File: src/shared/ssr_pkg.sv
package ssr_pkg;

  // register byte offsets on the bus
  localparam logic [7:0] OFS_RX_STA   = 8'h00;
  localparam logic [7:0] OFS_RX_DATA  = 8'h04;
  localparam logic [7:0] OFS_TX_STA   = 8'h08;
  localparam logic [7:0] OFS_CORE_IRQ = 8'h0c;
  localparam logic [7:0] OFS_BAUD     = 8'h10;
  localparam logic [7:0] OFS_IRQ_STAT = 8'h14;
  localparam logic [7:0] OFS_IRQ_CLR  = 8'h18;
  localparam logic [7:0] OFS_IRQ_EN   = 8'h1c;

  // rx_status_control fields
  localparam int RXB_SERIAL_PORT_ENABLE  = 7;
  localparam int RXB_NINE  = 6;
  localparam int RXB_SINGLE_RECEIVE_ENABLE  = 5;
  localparam int RXB_CONTINUOUS_RECEIVE_ENABLE  = 4;
  localparam int RXB_OVERRUN_ERROR_FLAG  = 1;
  localparam int RXB_D9    = 0;

  // tx_status_control, core_interrupt_control, baud_control fields
  localparam int TXB_CLOCK_SOURCE_SELECT  = 7;
  localparam int TXB_SYNC  = 4;
  localparam int INTB_GIE  = 7;
  localparam int BDB_RCIDL = 6;

  // interrupt status / clear / enable layout
  localparam int IRQB_RX   = 0;
  localparam int IRQB_OVR  = 1;
  localparam int IRQ_BITS  = 2;

  localparam logic [7:0] RX_STA_WMASK = 8'hf8;
  localparam logic [7:0] TX_STA_WMASK = 8'hfc;
  localparam logic [7:0] CORE_WMASK   = 8'hc0;
  localparam logic [7:0] REG_RST      = 8'h00;

  localparam int DATA_BITS  = 8;
  localparam int NINE_BITS  = 9;
  localparam int FIFO_DEPTH = 2;
  localparam int HTRANS_ACT = 1;
  localparam logic HRESP_OKAY = 1'b0;

  typedef enum logic [1:0] {
    ST_OFF  = 2'b00,
    ST_RECV = 2'b01,
    ST_HALT = 2'b10
  } ssr_state_type;

endpackage

File: src/rtl/ssr_receiver.sv
// Our own choices: register access over AHB-Lite and the register addresses.
module ssr_receiver #(
  parameter int FIFO_DEPTH = ssr_pkg::FIFO_DEPTH
) (
  input  wire logic        ref_clk,         // system clock, 40 MHz
  input  wire logic        srst,            // synchronous reset, active high
  input  wire logic        hsel,            // slave select
  input  wire logic [31:0] haddr,           // byte address
  input  wire logic [1:0]  htrans,          // transfer type
  input  wire logic        hwrite,          // write when high
  input  wire logic [2:0]  hsize,           // transfer size, word only
  input  wire logic [31:0] hwdata,          // write data
  input  wire logic        hready,          // bus ready in
  output logic             hreadyout,       // ready out
  output logic      [31:0] hrdata,          // read data
  output logic             hresp,           // response, always okay
  input  wire logic        serial_clock_pin, // shift clock from master
  input  wire logic        serial_data_pin, // serial data from master
  input  wire logic        sleep_mode,      // core is asleep
  output logic             irq,             // level interrupt
  output logic             core_wake,       // wake request to core
  output logic             int_vector_req   // branch to interrupt vector
);

  localparam int PW = $clog2(FIFO_DEPTH);
  localparam int CW = $clog2(FIFO_DEPTH + 1);
  localparam int NB = ssr_pkg::NINE_BITS;

  function automatic logic hit(input logic [31:0] a, input logic [7:0] ofs);
    return a == 32'(ofs);
  endfunction

  // bus side
  logic        hreadyout_r;
  logic [31:0] hrdata_r;
  logic        hresp_r;
  logic        wr_pend_r;
  logic [31:0] wr_addr_r;
  logic        acc;
  logic        wr_data;
  logic [7:0]  wdat;
  logic [7:0]  rd_val;

  // control registers
  logic [7:0]  rx_ctl_r;
  logic [7:0]  tx_ctl_r;
  logic [7:0]  core_ctl_r;
  logic [ssr_pkg::IRQ_BITS-1:0] irq_en_r;
  logic [ssr_pkg::IRQ_BITS-1:0] irq_stat_r;
  logic [ssr_pkg::IRQ_BITS-1:0] irq_evt;
  logic        overrun_error_flag_r;

  // receive path
  ssr_pkg::ssr_state_type state_r;
  logic [1:0]    pin_s;
  logic          ck_s;
  logic          dt_s;
  logic          ck_prev_r;
  logic          clk_fall;
  logic [NB-1:0] sh_r;
  logic [NB-1:0] sh_nxt;
  logic [3:0]    bit_cnt_r;
  logic [3:0]    last_bit;
  logic          slave_rx;
  logic          word_done;
  logic          push;
  logic          pop;
  logic          ovr_evt;
  logic [NB-1:0] word_in;

  // receive queue
  logic [NB-1:0] fifo_mem_r [FIFO_DEPTH];
  logic [PW-1:0] wptr_r;
  logic [PW-1:0] rptr_r;
  logic [CW-1:0] cnt_r;
  logic          fifo_full;
  logic          fifo_empty;
  logic [NB-1:0] head_w;
  logic          any_irq;

  // pins are inputs only; the master owns both lines
  genvar g;
  generate
    for (g = 0; g < 2; g++) begin : g_pin
      ssr_sync3 #(.INIT(1'b0)) u_sync (
        .ref_clk (ref_clk),
        .srst    (srst),
        .din     (g == 0 ? serial_data_pin : serial_clock_pin),
        .dout    (pin_s[g])
      );
    end
  endgenerate

  assign dt_s = pin_s[0];
  assign ck_s = pin_s[1];

  always_ff @(posedge ref_clk) begin
    if (srst) begin
      ck_prev_r <= 1'b0;
    end else begin
      ck_prev_r <= ck_s;
    end
  end

  // data and clock share one synchroniser delay, so sampling stays aligned
  assign clk_fall = ck_prev_r & ~ck_s;

  // single-receive bit deliberately absent from the mode term
  assign slave_rx = rx_ctl_r[ssr_pkg::RXB_SERIAL_PORT_ENABLE]
                  & tx_ctl_r[ssr_pkg::TXB_SYNC]
                  & ~tx_ctl_r[ssr_pkg::TXB_CLOCK_SOURCE_SELECT]
                  & rx_ctl_r[ssr_pkg::RXB_CONTINUOUS_RECEIVE_ENABLE];

  assign last_bit = rx_ctl_r[ssr_pkg::RXB_NINE] ? 4'(NB - 1) : 4'(ssr_pkg::DATA_BITS - 1);

  // lsb first; bits enter at the top of the shift register
  assign sh_nxt  = {dt_s, sh_r[NB-1:1]};
  assign word_in = rx_ctl_r[ssr_pkg::RXB_NINE] ? sh_nxt : {1'b0, sh_nxt[NB-1:1]};

  // sleep_mode is not looked at: the external clock keeps shifting
  assign word_done = (state_r == ssr_pkg::ST_RECV) && slave_rx && clk_fall
                   && (bit_cnt_r == last_bit);

  assign fifo_full  = cnt_r == CW'(FIFO_DEPTH);
  assign fifo_empty = cnt_r == '0;
  assign push       = word_done && !fifo_full;
  assign ovr_evt    = word_done && fifo_full;
  assign head_w     = fifo_mem_r[rptr_r];

  // state machine
  always_ff @(posedge ref_clk) begin
    if (srst) begin
      state_r <= ssr_pkg::ST_OFF;
    end else begin
      case (state_r)
        ssr_pkg::ST_OFF: begin
          if (slave_rx) begin
            state_r <= ssr_pkg::ST_RECV;
          end
        end
        ssr_pkg::ST_RECV: begin
          if (!slave_rx) begin
            state_r <= ssr_pkg::ST_OFF;
          end else if (ovr_evt) begin
            state_r <= ssr_pkg::ST_HALT;
          end
        end
        ssr_pkg::ST_HALT: begin
          // stays halted until software drops the enable
          if (!slave_rx) begin
            state_r <= ssr_pkg::ST_OFF;
          end
        end
        default: begin
          state_r <= ssr_pkg::ST_OFF;
        end
      endcase
    end
  end

  // shifter
  always_ff @(posedge ref_clk) begin
    if (srst) begin
      sh_r      <= '0;
      bit_cnt_r <= '0;
    end else if (state_r != ssr_pkg::ST_RECV || !slave_rx) begin
      bit_cnt_r <= '0;
    end else if (clk_fall) begin
      sh_r      <= sh_nxt;
      bit_cnt_r <= word_done ? 4'h0 : bit_cnt_r + 4'h1;
    end
  end

  always_ff @(posedge ref_clk) begin
    if (srst) begin
      overrun_error_flag_r <= 1'b0;
    end else if (ovr_evt) begin
      overrun_error_flag_r <= 1'b1;
    end else if (!rx_ctl_r[ssr_pkg::RXB_CONTINUOUS_RECEIVE_ENABLE] || !rx_ctl_r[ssr_pkg::RXB_SERIAL_PORT_ENABLE]) begin
      overrun_error_flag_r <= 1'b0;
    end
  end

  // receive queue; dropping port enable flushes it
  always_ff @(posedge ref_clk) begin
    if (srst || !rx_ctl_r[ssr_pkg::RXB_SERIAL_PORT_ENABLE]) begin
      wptr_r <= '0;
      rptr_r <= '0;
      cnt_r  <= '0;
    end else begin
      if (push) begin
        wptr_r <= wptr_r + 1'b1;
      end
      if (pop) begin
        rptr_r <= rptr_r + 1'b1;
      end
      if (push && !pop) begin
        cnt_r <= cnt_r + 1'b1;
      end else if (pop && !push) begin
        cnt_r <= cnt_r - 1'b1;
      end
    end
  end

  always_ff @(posedge ref_clk) begin
    if (push) begin
      fifo_mem_r[wptr_r] <= word_in;
    end
  end

  // bus address phase
  assign acc     = hsel && hready && htrans[ssr_pkg::HTRANS_ACT];
  assign pop     = acc && !hwrite && hit(haddr, ssr_pkg::OFS_RX_DATA) && !fifo_empty;
  assign wdat    = hwdata[ssr_pkg::DATA_BITS-1:0];
  assign wr_data = wr_pend_r;

  always_ff @(posedge ref_clk) begin
    if (srst) begin
      wr_pend_r <= 1'b0;
      wr_addr_r <= '0;
    end else begin
      wr_pend_r <= acc && hwrite;
      if (acc) begin
        wr_addr_r <= haddr;
      end
    end
  end

  always_comb begin
    rd_val = ssr_pkg::REG_RST;
    if (hit(haddr, ssr_pkg::OFS_RX_STA)) begin
      rd_val = rx_ctl_r;
      rd_val[ssr_pkg::RXB_OVERRUN_ERROR_FLAG] = overrun_error_flag_r;
      rd_val[ssr_pkg::RXB_D9]   = head_w[NB-1] & ~fifo_empty;
    end else if (hit(haddr, ssr_pkg::OFS_RX_DATA)) begin
      rd_val = fifo_empty ? ssr_pkg::REG_RST : head_w[ssr_pkg::DATA_BITS-1:0];
    end else if (hit(haddr, ssr_pkg::OFS_TX_STA)) begin
      rd_val = tx_ctl_r;
    end else if (hit(haddr, ssr_pkg::OFS_CORE_IRQ)) begin
      rd_val = core_ctl_r;
    end else if (hit(haddr, ssr_pkg::OFS_BAUD)) begin
      rd_val[ssr_pkg::BDB_RCIDL] = state_r == ssr_pkg::ST_OFF;
    end else if (hit(haddr, ssr_pkg::OFS_IRQ_STAT)) begin
      rd_val = 8'(irq_stat_r);
    end else if (hit(haddr, ssr_pkg::OFS_IRQ_EN)) begin
      rd_val = 8'(irq_en_r);
    end
  end

  // zero wait states: read data is latched at the address phase edge
  always_ff @(posedge ref_clk) begin
    if (srst) begin
      hrdata_r    <= '0;
      hreadyout_r <= 1'b0;
      hresp_r     <= ssr_pkg::HRESP_OKAY;
    end else begin
      hreadyout_r <= 1'b1;
      hresp_r     <= ssr_pkg::HRESP_OKAY;
      if (acc && !hwrite) begin
        hrdata_r <= 32'(rd_val);
      end
    end
  end

  // register writes land in the data phase
  always_ff @(posedge ref_clk) begin
    if (srst) begin
      rx_ctl_r   <= ssr_pkg::REG_RST;
      tx_ctl_r   <= ssr_pkg::REG_RST;
      core_ctl_r <= ssr_pkg::REG_RST;
      irq_en_r   <= '0;
    end else if (wr_data) begin
      if (hit(wr_addr_r, ssr_pkg::OFS_RX_STA)) begin
        rx_ctl_r <= wdat & ssr_pkg::RX_STA_WMASK;
      end else if (hit(wr_addr_r, ssr_pkg::OFS_TX_STA)) begin
        tx_ctl_r <= wdat & ssr_pkg::TX_STA_WMASK;
      end else if (hit(wr_addr_r, ssr_pkg::OFS_CORE_IRQ)) begin
        core_ctl_r <= wdat & ssr_pkg::CORE_WMASK;
      end else if (hit(wr_addr_r, ssr_pkg::OFS_IRQ_EN)) begin
        irq_en_r <= wdat[ssr_pkg::IRQ_BITS-1:0];
      end
    end
  end

  // sticky events; a set in the clearing cycle wins
  assign irq_evt = {ovr_evt, push};

  generate
    for (g = 0; g < ssr_pkg::IRQ_BITS; g++) begin : g_irq
      always_ff @(posedge ref_clk) begin
        if (srst) begin
          irq_stat_r[g] <= 1'b0;
        end else if (irq_evt[g]) begin
          irq_stat_r[g] <= 1'b1;
        end else if (wr_data && hit(wr_addr_r, ssr_pkg::OFS_IRQ_CLR) && wdat[g]) begin
          irq_stat_r[g] <= 1'b0;
        end
      end
    end
  endgenerate

  assign any_irq = |(irq_stat_r & irq_en_r);

  logic irq_r;
  logic core_wake_r;
  logic vector_r;

  always_ff @(posedge ref_clk) begin
    if (srst) begin
      irq_r       <= 1'b0;
      core_wake_r <= 1'b0;
      vector_r    <= 1'b0;
    end else begin
      irq_r       <= any_irq;
      core_wake_r <= any_irq && sleep_mode;
      vector_r    <= any_irq && core_ctl_r[ssr_pkg::INTB_GIE];
    end
  end

  assign hreadyout      = hreadyout_r;
  assign hrdata         = hrdata_r;
  assign hresp          = hresp_r;
  assign irq            = irq_r;
  assign core_wake      = core_wake_r;
  assign int_vector_req = vector_r;
endmodule

File: src/rtl/ssr_sync3.sv
module ssr_sync3 #(
  parameter logic INIT = 1'b0
) (
  input  wire logic ref_clk, // system clock
  input  wire logic srst,    // synchronous reset
  input  wire logic din,     // asynchronous pin level
  output logic      dout     // filtered level
);

  logic s1_r;
  logic s2_r;
  logic s3_r;
  logic out_r;

  // a change is taken only once stages two and three agree
  always_ff @(posedge ref_clk) begin
    if (srst) begin
      s1_r  <= INIT;
      s2_r  <= INIT;
      s3_r  <= INIT;
      out_r <= INIT;
    end else begin
      s1_r <= din;
      s2_r <= s1_r;
      s3_r <= s2_r;
      if (s2_r == s3_r) begin
        out_r <= s3_r;
      end
    end
  end

  assign dout = out_r;

endmodule

File: config.mk
export PLATFORM = sky130hd
export DESIGN_NAME = ssr_receiver
export DESIGN_NICKNAME = d
export VERILOG_FILES = /design/src/shared/ssr_pkg.sv /design/src/rtl/ssr_receiver.sv /design/src/rtl/ssr_sync3.sv
export SDC_FILE = /design/constraint.sdc
export NUM_CORES = 1
export LEC_CHECK = 0
export ABC_AREA = 1
export BUFFER_PORTS_ARGS = -buffer_cell sky130_fd_sc_hd__buf_2
export CAP_MARGIN = 20
export CORE_MARGIN = 5
export CORE_UTILIZATION = 45
export DETAILED_ROUTE_END_ITERATION = 8
export GPL_ROUTABILITY_DRIVEN = 0
export GPL_TIMING_DRIVEN = 0
export PLACE_DENSITY = 0.7
export SLEW_MARGIN = 10
export SYNTH_ARGS = -nofsm -noshare
export SYNTH_HDL_FRONTEND = slang
export SYNTH_HIERARCHICAL = 1
export SYNTH_SLANG_ARGS = --single-unit
File: constraint.sdc
create_clock -name ref_clk -period 1.95 [get_ports ref_clk]
set_input_delay 0.0975 -clock ref_clk [delete_from_list [all_inputs] [get_ports ref_clk]]
set_output_delay 0.0975 -clock ref_clk [all_outputs]
set_load 0.02 [all_outputs]
==> results of run 1 <==
==> state kept, by name, indices dropped and copies added, names as in the netlist, 4 cells and up, named ones only <==
| signal | flops |
|---|---|
| rx_ctl_r | 5 |
| fifo_mem_r | 18 |
| wr_addr_r | 32 |
| tx_ctl_r | 6 |
| sh_r | 8 |
| hrdata | 8 |
| bit_cnt_r | 4 |
==> stage by stage <==
stage	TNS, ns	cells	area (sq um)	hold slack, ns
after global routing	0	908	6000	0.0338
after floorplan	0	666	5050	0.169
after global placement	-2.36	866	5530	0.295
after detailed placement	-2.71	866	5530	0.307
final	0	908	6000	0.0183
after CTS	0	905	5950	0.00200
==> power groups by stage <==
stage / clock network (mW) / logic (mW) / registers, mW
2_1_floorplan: 0 / 0.245 / 2.39
3_3_place_gp: 0 / 0.353 / 2.39
3_5_place_dp: 0 / 0.360 / 2.39
4_1_cts: 1.40 / 0.389 / 2.33
5_1_grt: 1.49 / 0.441 / 2.34
6_report: 1.36 / 0.392 / 2.33
==> synth_stat cells (all sizes together) <==
library cell | number | share of area (%)
a21boi | 1 | 0.15
a21oi | 80 | 8.4
a22o | 1 | 0.18
buf | 33 | 4.9
clkbuf | 13 | 0.98
clkinv | 1 | 0.076
conb | 1 | 0.076
dfxtp | 91 | 37
edfxtp | 18 | 11
ha | 2 | 0.50
inv | 100 | 7.6
nand2 | 101 | 7.8
nand3 | 38 | 4.1
nand3b | 2 | 0.30
nand4 | 11 | 1.5
nor2 | 66 | 5.9
nor3 | 9 | 1.1
nor4 | 3 | 0.68
o211ai | 4 | 0.61
o21a | 8 | 1.2
o21ai | 54 | 5.5
o21bai | 2 | 0.30
o32ai | 1 | 0.18
xnor2 | 1 | 0.18
xor2 | 1 | 0.18
==> final cells by class <==
type	instances	area (sq um)
Clock buffer	11	131
Fill cell	1017	4840
Timing Repair Buffer	86	541
Sequential cell	109	2370
Inverter	101	379
Buffer	46	290
Clock inverter	5	60.1
Tap cell	140	175
Multi-Input combinational cell	410	2050
==> path summary, 6_finish.rpt <==
kind | startpoint | to | slack [ns]
worst max-delay path | tx_ctl_r[4] | cnt_r[1] | 0.1
worst min-delay path | haddr[20] | wr_addr_r[20] | 0.02
worst max register to register | tx_ctl_r[4] | cnt_r[1] | 0.1
worst min register to register | g_pin[0].u_sync/s1_r | g_pin[0].u_sync/s2_r | 0.41
==> logic make-up after synthesis <==
logic type | count (synthesis)
compound gates | 151
flops | 109
simple gates | 230
other cells | 1
buf+inv | 147
fa+ha+maj | 2
xor+xnor | 2
==> layer usage <==
metal	GRT usage (%)	vias up	share of wire, %
met3	3.84	20	6.2
li1	-	2270	-
met4	7.51	0	2.4
met2	30.7	111	48
met1	21.9	1957	43
met5	0	-	0
==> timing repair <==
action,in CTS,in global routing
gates resized for setup,8,4
endpoints found under the hold margin,24,0
setup buffers,5,3
pin swaps,2,2
hold buffers,18,0
endpoints found under the setup margin,10,11
cloned,0,0
==> worst max-delay path, delay by kind of cell (launching register included) <==
kind	cells	cell delay, ns
AOI/OAI and AO/OA	4	0.36
buffers and inverters	2	0.17
DFF	1	0.35
adders and majority gates	1	0.21
and+or+nand+nor	6	0.66
==> run_summary.xml, run 1 <==
<?xml version="1.0" encoding="UTF-8"?>
<metrics>
  <group name="floorplan">
    <metric name="die_y" unit="um">115</metric>
    <metric name="start_util" unit="%">45.8</metric>
    <metric name="io_pins" unit="">114</metric>
    <metric name="std_cell_rows" unit="">38</metric>
    <metric name="floorplan_die_area" unit="sq mm">0.0132</metric>
    <metric name="fp.coreArea" unit="sq mm">0.0108</metric>
    <metric name="dieWidth" unit="um">115</metric>
  </group>
  <group name="layout">
    <metric name="final_core_utilization" unit="%">55.3</metric>
    <metric name="antenna-diode-count" unit="">0</metric>
    <metric name="syn2layout_area_growth" unit="%">20.8</metric>
    <metric name="drive_above_1_share" unit="%">20.2</metric>
    <metric name="layout_commonest_cell" unit="">nand2_1</metric>
    <metric name="fin_nets" unit="">842</metric>
    <metric name="most-common-layout-cells" unit="">97 x nand2_1, 94 x inv_1, 86 x dfxtp_1</metric>
  </group>
  <group name="detailed_routing">
    <metric name="detail_route.wirelength" unit="mm">11.4</metric>
    <metric name="drc_violations_left" unit="">0</metric>
    <metric name="drtPass1Iterations" unit="">7</metric>
    <metric name="routed_wire_length_per_instance" unit="um">12.6</metric>
    <metric name="detail_route.iter0.violations" unit="">239</metric>
    <metric name="dr_total_vias" unit="">4358</metric>
    <metric name="drt.antenna.violating_nets" unit="">0</metric>
    <metric name="vias_per_cell" unit="">4.80</metric>
  </group>
  <group name="clocking">
    <metric name="clk_root_buffer_cell" unit="">clkbuf_8</metric>
    <metric name="h-tree-depth" unit="">3</metric>
    <metric name="cts_inserted_buffers" unit="">9</metric>
    <metric name="clock_insertion_delay_at_the_later_pin_of_the_skew_report" unit="ns">0.39</metric>
    <metric name="cts_max_path_buffers" unit="">2</metric>
    <metric name="clk_pin_slew" unit="ns">0.10</metric>
    <metric name="tritoncts" unit="">built</metric>
    <metric name="clock-sinks" unit="">109</metric>
  </group>
  <group name="synth">
    <metric name="synth-warning-count" unit="">6</metric>
    <metric name="synthAdderAreaFrac" unit="%">0.504</metric>
    <metric name="post_syn_area" unit="sq mm">0.00496</metric>
    <metric name="syn_inst" unit="">642</metric>
    <metric name="synth_xor_xnor_area_share" unit="%">0.353</metric>
    <metric name="sequential_fraction_of_the_synthesis_area" unit="%">47.6</metric>
    <metric name="synth_cell_type_count" unit="">38</metric>
    <metric name="yosys-mux-area-fraction" unit="%">0</metric>
    <metric name="synth-compound-area-share" unit="%">16.5</metric>
    <metric name="ys_seq_elements" unit="">109</metric>
    <metric name="simple_logic_cell_fraction_of_the_synthesized_area" unit="%">21.5</metric>
    <metric name="dominant_combinational_cell_family_by_area_after_synthesis" unit="">simple AND/OR/NAND/NOR gates</metric>
    <metric name="post_synth.cell_area_avg" unit="sq um">7.73</metric>
  </group>
  <group name="timing">
    <metric name="setup_viols_final" unit="">0</metric>
    <metric name="hold_viol_final" unit="">0</metric>
    <metric name="report.final.slew_viol_count" unit="">0</metric>
    <metric name="max_freq" unit="MHz">539</metric>
    <metric name="setup_repair_after_global_routing_missed_its_margin" unit="">no</metric>
    <metric name="finalClockSkew" unit="ns">0.0136</metric>
    <metric name="fin_crit" unit="ns">1.85</metric>
    <metric name="timing.max_slew.rel_slack" unit="%">59.7</metric>
    <metric name="setup_slack" unit="ns">0.0962</metric>
    <metric name="tightest_slew" unit="ns">0.602</metric>
    <metric name="post-route-period-util" unit="%">95.1</metric>
  </group>
  <group name="power">
    <metric name="power_density" unit="mW/mm^2">681</metric>
    <metric name="switching_share" unit="%">24.6</metric>
    <metric name="internal-power" unit="mW">3.08</metric>
    <metric name="post-layout-total-power" unit="mW">4.08</metric>
    <metric name="power.share.combinational" unit="%">9.6</metric>
    <metric name="share_clk_of_total_power" unit="%">33.2</metric>
    <metric name="netSwitchingPower" unit="mW">1.00</metric>
    <metric name="seq_power_share" unit="%">57.2</metric>
    <metric name="power.leakage" unit="nW">2.50</metric>
    <metric name="max_rail_drop_vdd" unit="mV">0.578</metric>
  </group>
  <group name="hold_path">
    <metric name="timing.hold.worst_path_depth" unit="">3</metric>
    <metric name="hold_crit_path_type" unit="">in2reg</metric>
  </group>
  <group name="worst_setup_path">
    <metric name="crit_path_start_kind" unit="">flop</metric>
    <metric name="crit_slowest_cell" unit="">dfxtp_2</metric>
    <metric name="timing.critical_path.cells" unit="">nand3_1 &gt; nor2_2 &gt; nand3_2 &gt; nor2_4 &gt; nand2_2 &gt; inv_2 &gt; nand2_2 &gt; inv_2 &gt; ha_4 &gt; a21oi_2 &gt; o21ai_1 &gt; o21ai_1 &gt; a21oi_1</metric>
    <metric name="critPathArrivalTime" unit="ns">2.14</metric>
    <metric name="timing.setup.critical_path_class" unit="">reg2reg</metric>
    <metric name="crit_path_end_kind" unit="">flop</metric>
    <metric name="peak_per_stage_delay_on_the_critical_path" unit="ns">0.35</metric>
    <metric name="worstPathRequired" unit="ns">2.23</metric>
    <metric name="critical_path_peak_fanout" unit="">4</metric>
    <metric name="worst-r2r-cell-count" unit="">13</metric>
  </group>
  <group name="place">
    <metric name="io_buffer_count" unit="">60</metric>
    <metric name="dpl_worst_slack" unit="ns">-0.281</metric>
    <metric name="post-dp-hpwl" unit="mm">8.68</metric>
  </group>
  <group name="status">
    <metric name="run_status" unit="">finished clean</metric>
  </group>
  <group name="global_routing">
    <metric name="grt_first_pass_wirelength" unit="mm">19.0</metric>
    <metric name="first_global_vias" unit="">4129</metric>
    <metric name="global_route.usage.total" unit="%">18.0</metric>
    <metric name="grt_overflow_total" unit="">0</metric>
    <metric name="grt_start_max_net_pins" unit="">19</metric>
    <metric name="grt_antenna_before_repair" unit="">0</metric>
  </group>
  <group name="flow_run">
    <metric name="max_cap_viol_count" unit="">0</metric>
  </group>
</metrics>
No activity file was read; power rests on OpenSTA's default activity.
==> inputs of run 2 (changes only) <==
Settings changed: BUFFER_PORTS_ARGS -buffer_cell sky130_fd_sc_hd__buf_2 to -buffer_cell sky130_fd_sc_hd__buf_4, CTS_CLUSTER_SIZE set to 40.
==> run 2 against run 1 <==
Power increased by 4.5%. Final cell count unchanged. Sequential share of layout area decreased by 1.3 points. Worst hold slack got worse by 0.0019 ns. Final area increased by 3.5%. Clock skew increased by 0.00074 ns. Global-route usage about the same. Utilization increased by 1.9 points. Non-clock buffer count unchanged. Via count increased by 1.4%. Sequential power about the same. Critical path depth decreased by 5. Critical path type is now in2reg. Critical endpoint is now rx_ctl_r[6]. Largest cell class unchanged. Largest power group unchanged.
==> run_summary.xml, run 2 (synthesized netlist as in run 1, its figures left out) <==
<?xml version="1.0" encoding="UTF-8"?>
<metrics>
  <group name="status">
    <metric name="run_status" unit="">finished clean</metric>
  </group>
  <group name="layout">
    <metric name="drive_above_1_share" unit="%">20.7</metric>
    <metric name="largest_registers" unit="">wr_addr_r (32), fifo_mem_r (18)</metric>
    <metric name="num-fill-cells" unit="">990</metric>
    <metric name="multi_input_comb_area" unit="sq mm">0.00208</metric>
    <metric name="top_register" unit="">wr_addr_r</metric>
    <metric name="flip_flop_count_of_the_largest_register_all_copies_and_words_added" unit="">32</metric>
    <metric name="fin_nets" unit="">842</metric>
    <metric name="layout_commonest_cell" unit="">nand2_1</metric>
    <metric name="antenna-diode-count" unit="">0</metric>
    <metric name="syn2layout_area_growth" unit="%">25.0</metric>
    <metric name="most-common-layout-cells" unit="">97 x nand2_1, 94 x inv_1, 94 x buf_4</metric>
    <metric name="register_area" unit="sq mm">0.00237</metric>
  </group>
  <group name="worst_setup_path">
    <metric name="crit_slowest_cell" unit="">dlygate4sd3_1</metric>
    <metric name="crit_path_frequent_cell" unit="">buf_2</metric>
    <metric name="timing.setup.critical_path_class" unit="">in2reg</metric>
    <metric name="critical_path_peak_fanout" unit="">10</metric>
    <metric name="crit_path_start_kind" unit="">primary input</metric>
    <metric name="worstPathRequired" unit="ns">2.23</metric>
    <metric name="crit_path_end_kind" unit="">flop</metric>
    <metric name="path_buf_inv" unit="">6</metric>
    <metric name="critPathArrivalTime" unit="ns">2.11</metric>
    <metric name="timing.critical_path.cells" unit="">dlygate4sd3_1 &gt; buf_4 &gt; clkbuf_1 &gt; inv_1 &gt; buf_2 &gt; buf_2 &gt; o21ai_0 &gt; a21oi_1</metric>
    <metric name="top_delay_family_on_crit_path" unit="">buffers and inverters</metric>
    <metric name="peak_per_stage_delay_on_the_critical_path" unit="ns">0.54</metric>
    <metric name="worst-r2r-cell-count" unit="">11</metric>
    <metric name="critical_path_stages" unit="">8</metric>
  </group>
  <group name="hold_path">
    <metric name="hold_crit_path_type" unit="">in2reg</metric>
    <metric name="timing.hold.worst_path_depth" unit="">3</metric>
  </group>
  <group name="power">
    <metric name="max_rail_drop_vdd" unit="mV">0.538</metric>
    <metric name="switching_share" unit="%">23.9</metric>
    <metric name="share_clk_of_total_power" unit="%">35.4</metric>
    <metric name="power.leakage" unit="nW">2.56</metric>
    <metric name="power_density" unit="mW/mm^2">688</metric>
    <metric name="power.share.combinational" unit="%">9.9</metric>
    <metric name="internal-power" unit="mW">3.25</metric>
    <metric name="post-layout-total-power" unit="mW">4.27</metric>
    <metric name="seq_power_share" unit="%">54.7</metric>
    <metric name="netSwitchingPower" unit="mW">1.02</metric>
  </group>
  <group name="detailed_routing">
    <metric name="vias_per_cell" unit="">4.87</metric>
    <metric name="routed_wire_length_per_instance" unit="um">12.6</metric>
    <metric name="drc_violations_left" unit="">0</metric>
    <metric name="dr_total_vias" unit="">4420</metric>
    <metric name="detail_route.iter0.violations" unit="">229</metric>
    <metric name="detail_route.wirelength" unit="mm">11.5</metric>
    <metric name="drt.antenna.violating_nets" unit="">0</metric>
    <metric name="drtPass1Iterations" unit="">5</metric>
  </group>
  <group name="global_routing">
    <metric name="grt_overflow_total" unit="">0</metric>
    <metric name="grt_first_pass_wirelength" unit="mm">19.0</metric>
    <metric name="first_global_vias" unit="">4272</metric>
    <metric name="grt_start_max_net_pins" unit="">20</metric>
    <metric name="grt_antenna_before_repair" unit="">0</metric>
    <metric name="global_route.usage.total" unit="%">18.0</metric>
  </group>
  <group name="floorplan">
    <metric name="io_pins" unit="">114</metric>
    <metric name="start_util" unit="%">45.8</metric>
    <metric name="die_y" unit="um">115</metric>
    <metric name="fp.coreArea" unit="sq mm">0.0108</metric>
    <metric name="dieWidth" unit="um">115</metric>
    <metric name="floorplan_die_area" unit="sq mm">0.0132</metric>
    <metric name="std_cell_rows" unit="">38</metric>
  </group>
  <group name="timing">
    <metric name="finalClockSkew" unit="ns">0.0144</metric>
    <metric name="post-route-period-util" unit="%">93.5</metric>
    <metric name="finalHoldWorstSlack" unit="ns">0.0164</metric>
    <metric name="max_freq" unit="MHz">549</metric>
    <metric name="report.final.slew_viol_count" unit="">0</metric>
    <metric name="fin_crit" unit="ns">1.82</metric>
    <metric name="tightest_slew" unit="ns">0.518</metric>
    <metric name="hold_viol_final" unit="">0</metric>
    <metric name="timing.max_slew.rel_slack" unit="%">65.5</metric>
    <metric name="setup_viols_final" unit="">0</metric>
  </group>
  <group name="clocking">
    <metric name="cts_inserted_buffers" unit="">9</metric>
    <metric name="tritoncts" unit="">built</metric>
    <metric name="clk_root_buffer_cell" unit="">clkbuf_8</metric>
    <metric name="clock-sinks" unit="">109</metric>
    <metric name="h-tree-depth" unit="">3</metric>
    <metric name="cts_max_path_buffers" unit="">2</metric>
    <metric name="clk_pin_slew" unit="ns">0.11</metric>
    <metric name="clock_insertion_delay_at_the_later_pin_of_the_skew_report" unit="ns">0.39</metric>
  </group>
  <group name="place">
    <metric name="post-dp-hpwl" unit="mm">8.79</metric>
    <metric name="io_buffer_count" unit="">60</metric>
  </group>
  <group name="flow_run">
    <metric name="max_cap_viol_count" unit="">0</metric>
  </group>
</metrics>
[run 2: layout make-up]
cell class | count | share of cell area, %
clock inverter | 6 | 1.49
inverter | 101 | 6.11
buffer | 46 | 4.68
sequential | 109 | 38.2
multi-input combinational | 410 | 33.5
tap | 140 | 2.82
clock buffer | 10 | 2.06
timing repair buffer | 86 | 11.1
[run 2: routing by layer]
metal | vias to the layer above | wire length [um] | track usage, %
li1 | 2274 | - | -
met3 | 21 | 716 | 4.00
met1 | 2001 | 4810 | 21.3
met4 | 0 | 276 | 7.12
met5 | - | 0 | 0
met2 | 124 | 5690 | 31.7
[run 2: power by group through the flow]
stage               Sequential [mW]  Clock [mW]  Combinational [mW]
global placement               2.39           0               0.382
detailed placement             2.39           0               0.392
CTS                            2.33        1.55               0.422
finish                         2.33        1.51               0.424
global route                   2.34        1.66               0.473
floorplan                      2.39           0               0.245
[run 2: per-stage QoR]
step | TNS (ns) | std cells | worst slack (ns) | cell area (sq um) | util, %
2_1_floorplan | 0 | 666 | 0.125 | 5050 | -
3_3_place_gp | -2.37 | 866 | -0.251 | 5680 | 52.4
3_5_place_dp | -2.89 | 866 | -0.300 | 5680 | 52.4
4_1_cts | 0 | 905 | 0.00507 | 6130 | 56.5
5_1_grt | -0.00500 | 908 | -0.00500 | 6210 | 57.2
6_report | 0 | 908 | 0.127 | 6210 | 57.2
[run 2: timing repair]
action,CTS,global route
endpoints found under the hold margin,23,0
buffers inserted,5,3
hold buffers,18,0
gates cloned,0,0
resized for setup,8,10
setup endpoints to repair,11,11
pin swaps,3,4
[run 2: tightest hold or removal path: cells and delay by family]
family / cells / cell delay, ns
buffers and inverters: 1 / 0.08
AOI/OAI and AO/OA: 2 / 0.18
[run 2: path summary, 6_finish.rpt]
path | from | to | slack [ns]
max | srst | rx_ctl_r[6] | 0.13
min | haddr[22] | wr_addr_r[22] | 0.02
max reg2reg | rx_ctl_r[6] | cnt_r[1] | 0.16
min reg2reg | g_pin[1].u_sync/s1_r | g_pin[1].u_sync/s2_r | 0.41
==> inputs of run 3 (changes only) <==
Settings changed: RECOVER_POWER set to 100.
==> run 3 against run 2 <==
Critical path depth stayed put. Fmax is 0.17% lower. Utilization fell by 0.73 points. Clock power hardly changed. Combinational power is 0.9% lower. Final area decreased by 1.3%. Non-clock buffer count unchanged. Count of clock-buffer cells in the layout unchanged. Die area unchanged. Sequential power hardly changed. Power is 0.11% lower. Final cell count unchanged. Critical path type unchanged. Largest power group unchanged. Highest routed layer unchanged.
==> run_summary.xml, run 3 (synthesized netlist as in run 1, its figures left out) <==
<?xml version="1.0" encoding="UTF-8"?>
<metrics>
  <group name="clocking">
    <metric name="cts_max_path_buffers" unit="">2</metric>
    <metric name="tritoncts" unit="">built</metric>
    <metric name="h-tree-depth" unit="">3</metric>
    <metric name="cts_inserted_buffers" unit="">9</metric>
    <metric name="clk_pin_slew" unit="ns">0.11</metric>
    <metric name="clk_root_buffer_cell" unit="">clkbuf_8</metric>
    <metric name="clock-sinks" unit="">109</metric>
    <metric name="clock_insertion_delay_at_the_later_pin_of_the_skew_report" unit="ns">0.39</metric>
  </group>
  <group name="detailed_routing">
    <metric name="detail_route.iter0.violations" unit="">220</metric>
    <metric name="detail_route.wirelength" unit="mm">11.5</metric>
    <metric name="vias_per_cell" unit="">4.83</metric>
    <metric name="drc_violations_left" unit="">0</metric>
    <metric name="drt.antenna.violating_nets" unit="">0</metric>
    <metric name="routed_wire_length_per_instance" unit="um">12.7</metric>
    <metric name="drtPass1Iterations" unit="">4</metric>
    <metric name="dr_total_vias" unit="">4385</metric>
  </group>
  <group name="floorplan">
    <metric name="fp.coreArea" unit="sq mm">0.0108</metric>
    <metric name="dieWidth" unit="um">115</metric>
    <metric name="start_util" unit="%">45.8</metric>
    <metric name="floorplan_die_area" unit="sq mm">0.0132</metric>
    <metric name="die_y" unit="um">115</metric>
    <metric name="std_cell_rows" unit="">38</metric>
    <metric name="io_pins" unit="">114</metric>
  </group>
  <group name="power">
    <metric name="power.leakage" unit="nW">2.51</metric>
    <metric name="power_density" unit="mW/mm^2">696</metric>
    <metric name="max_rail_drop_vdd" unit="mV">0.540</metric>
  </group>
  <group name="timing">
    <metric name="tightest_slew" unit="ns">0.554</metric>
    <metric name="fin_tns_setup" unit="ns">0</metric>
    <metric name="hold_viol_final" unit="">0</metric>
    <metric name="fin_crit" unit="ns">1.83</metric>
    <metric name="report.final.slew_viol_count" unit="">0</metric>
    <metric name="post-route-period-util" unit="%">93.6</metric>
    <metric name="finalClockSkew" unit="ns">0.0180</metric>
    <metric name="setup_viols_final" unit="">0</metric>
    <metric name="timing.max_slew.rel_slack" unit="%">63.1</metric>
    <metric name="max_freq" unit="MHz">548</metric>
    <metric name="finalHoldWorstSlack" unit="ns">0.0187</metric>
  </group>
  <group name="global_routing">
    <metric name="grt_overflow_total" unit="">0</metric>
    <metric name="grt_antenna_before_repair" unit="">0</metric>
    <metric name="grt.busiest_layer" unit="">met2</metric>
    <metric name="first_global_vias" unit="">4272</metric>
    <metric name="grt_first_pass_wirelength" unit="mm">19.0</metric>
    <metric name="grt_start_max_net_pins" unit="">20</metric>
    <metric name="global_route.usage.total" unit="%">18.0</metric>
    <metric name="grtUsageMet3" unit="%">4.00</metric>
    <metric name="use_met1" unit="%">21.3</metric>
    <metric name="use_met2" unit="%">31.7</metric>
  </group>
  <group name="worst_setup_path">
    <metric name="worstPathRequired" unit="ns">2.23</metric>
    <metric name="crit_path_end_kind" unit="">flop</metric>
    <metric name="timing.setup.critical_path_class" unit="">in2reg</metric>
    <metric name="slack_of_the_worst_reg_to_reg_path" unit="ns">0.15</metric>
    <metric name="critPathArrivalTime" unit="ns">2.11</metric>
    <metric name="worst-r2r-cell-count" unit="">8</metric>
    <metric name="crit_path_start_kind" unit="">primary input</metric>
    <metric name="timing.rr.start" unit="">rx_ctl_r[6]</metric>
    <metric name="critical_path_peak_fanout" unit="">10</metric>
    <metric name="r2r_end" unit="">fifo_mem_r[1][4]</metric>
  </group>
  <group name="layout">
    <metric name="fin_nets" unit="">842</metric>
    <metric name="drive_above_1_share" unit="%">18.0</metric>
    <metric name="final_core_utilization" unit="%">56.5</metric>
    <metric name="fin_area" unit="sq mm">0.00613</metric>
    <metric name="syn2layout_area_growth" unit="%">23.4</metric>
    <metric name="top_register" unit="">wr_addr_r</metric>
    <metric name="most-common-layout-cells" unit="">97 x nand2_1, 95 x inv_1, 85 x dfxtp_1</metric>
    <metric name="post_layout_nonfiller_instances" unit="">908</metric>
    <metric name="flip_flop_count_of_the_largest_register_all_copies_and_words_added" unit="">32</metric>
    <metric name="largest_registers" unit="">wr_addr_r (32), fifo_mem_r (18)</metric>
    <metric name="layout_commonest_cell" unit="">nand2_1</metric>
    <metric name="antenna-diode-count" unit="">0</metric>
  </group>
  <group name="hold_path">
    <metric name="timing.hold.worst_endpoint" unit="">wr_addr_r[22]</metric>
    <metric name="critical_hold_path_startpoint" unit="">haddr[22]</metric>
    <metric name="hold_crit_path_type" unit="">in2reg</metric>
    <metric name="timing.hold.worst_path_depth" unit="">3</metric>
  </group>
  <group name="place">
    <metric name="io_buffer_count" unit="">60</metric>
    <metric name="placed_area" unit="sq mm">0.00568</metric>
    <metric name="cell_count_after_placement" unit="">866</metric>
    <metric name="post-dp-hpwl" unit="mm">8.79</metric>
  </group>
  <group name="flow_run">
    <metric name="max_cap_viol_count" unit="">0</metric>
  </group>
  <group name="status">
    <metric name="run_status" unit="">finished clean</metric>
  </group>
</metrics>
[run 3: cell types whose count changed in the layout (fill, tap and decap cells not counted), moves of 4 or more]
cell	previous run	this run
a21oi_2	4	0
buf_4	94	80
a21oi_1	76	80
clkbuf_1	14	29
[run 3: worst max path at each step]
stage | from | end | slack, ns | cells past startpoint
after floorplan | rx_ctl_r[4] | fifo_mem_r[0][0] | 0.13 | 8
after global placement | rx_ctl_r[4] | fifo_mem_r[0][5] | -0.25 | 8
after detailed placement | rx_ctl_r[6] | fifo_mem_r[0][1] | -0.30 | 8
after CTS | tx_ctl_r[4] | cnt_r[1] | 0.005 | 13
after global routing | tx_ctl_r[4] | cnt_r[1] | -0.003 | 13
final | srst | rx_ctl_r[6] | 0.12 | 8
[run 3: layer usage]
layer	wire (um)	up-vias
met5	0	-
met4	267	0
met3	674	18
met2	5660	97
met1	4920	1990
li1	-	2280
[run 3: layout make-up]
cell class | count | area, sq um
timing repair buffer | 86 | 642
buffer | 46 | 283
fill | 1022 | 4710
inverter | 101 | 379
clock buffer | 10 | 128
tap | 140 | 175
clock inverter | 6 | 92.6
sequential | 109 | 2370
multi-input combinational | 410 | 2060
[run 3: power breakdown]
part | internal [mW] | switching, mW
clock network | 0.739 | 0.771
registers | 2.32 | 0.0161
logic | 0.187 | 0.232
total | 3.24 | 1.02
[run 3: critical path, stage by stage]
cell           delay (ns)
dlygate4sd3_1        0.54
buf_4                0.17
clkbuf_1             0.25
inv_1                0.18
buf_2                0.22
buf_2                0.28
o21ai_0              0.13
a21oi_1              0.25
[run 3: per-stage QoR]
step,power [mW],worst slack (ns)
after floorplan,2.63,0.125
after global placement,2.77,-0.251
after detailed placement,2.78,-0.300
after CTS,4.30,0.00507
after global routing,4.46,-0.00315
final,4.26,0.124
[run 3: repair_timing]
| action | in CTS | in global routing |
|---|---|---|
| hold endpoints to repair | 23 | 0 |
| pin swaps | 3 | 4 |
| setup endpoints to repair | 11 | 11 |
| buffers inserted | 5 | 3 |
| resized for setup | 8 | 10 |
| hold buffers | 18 | 0 |
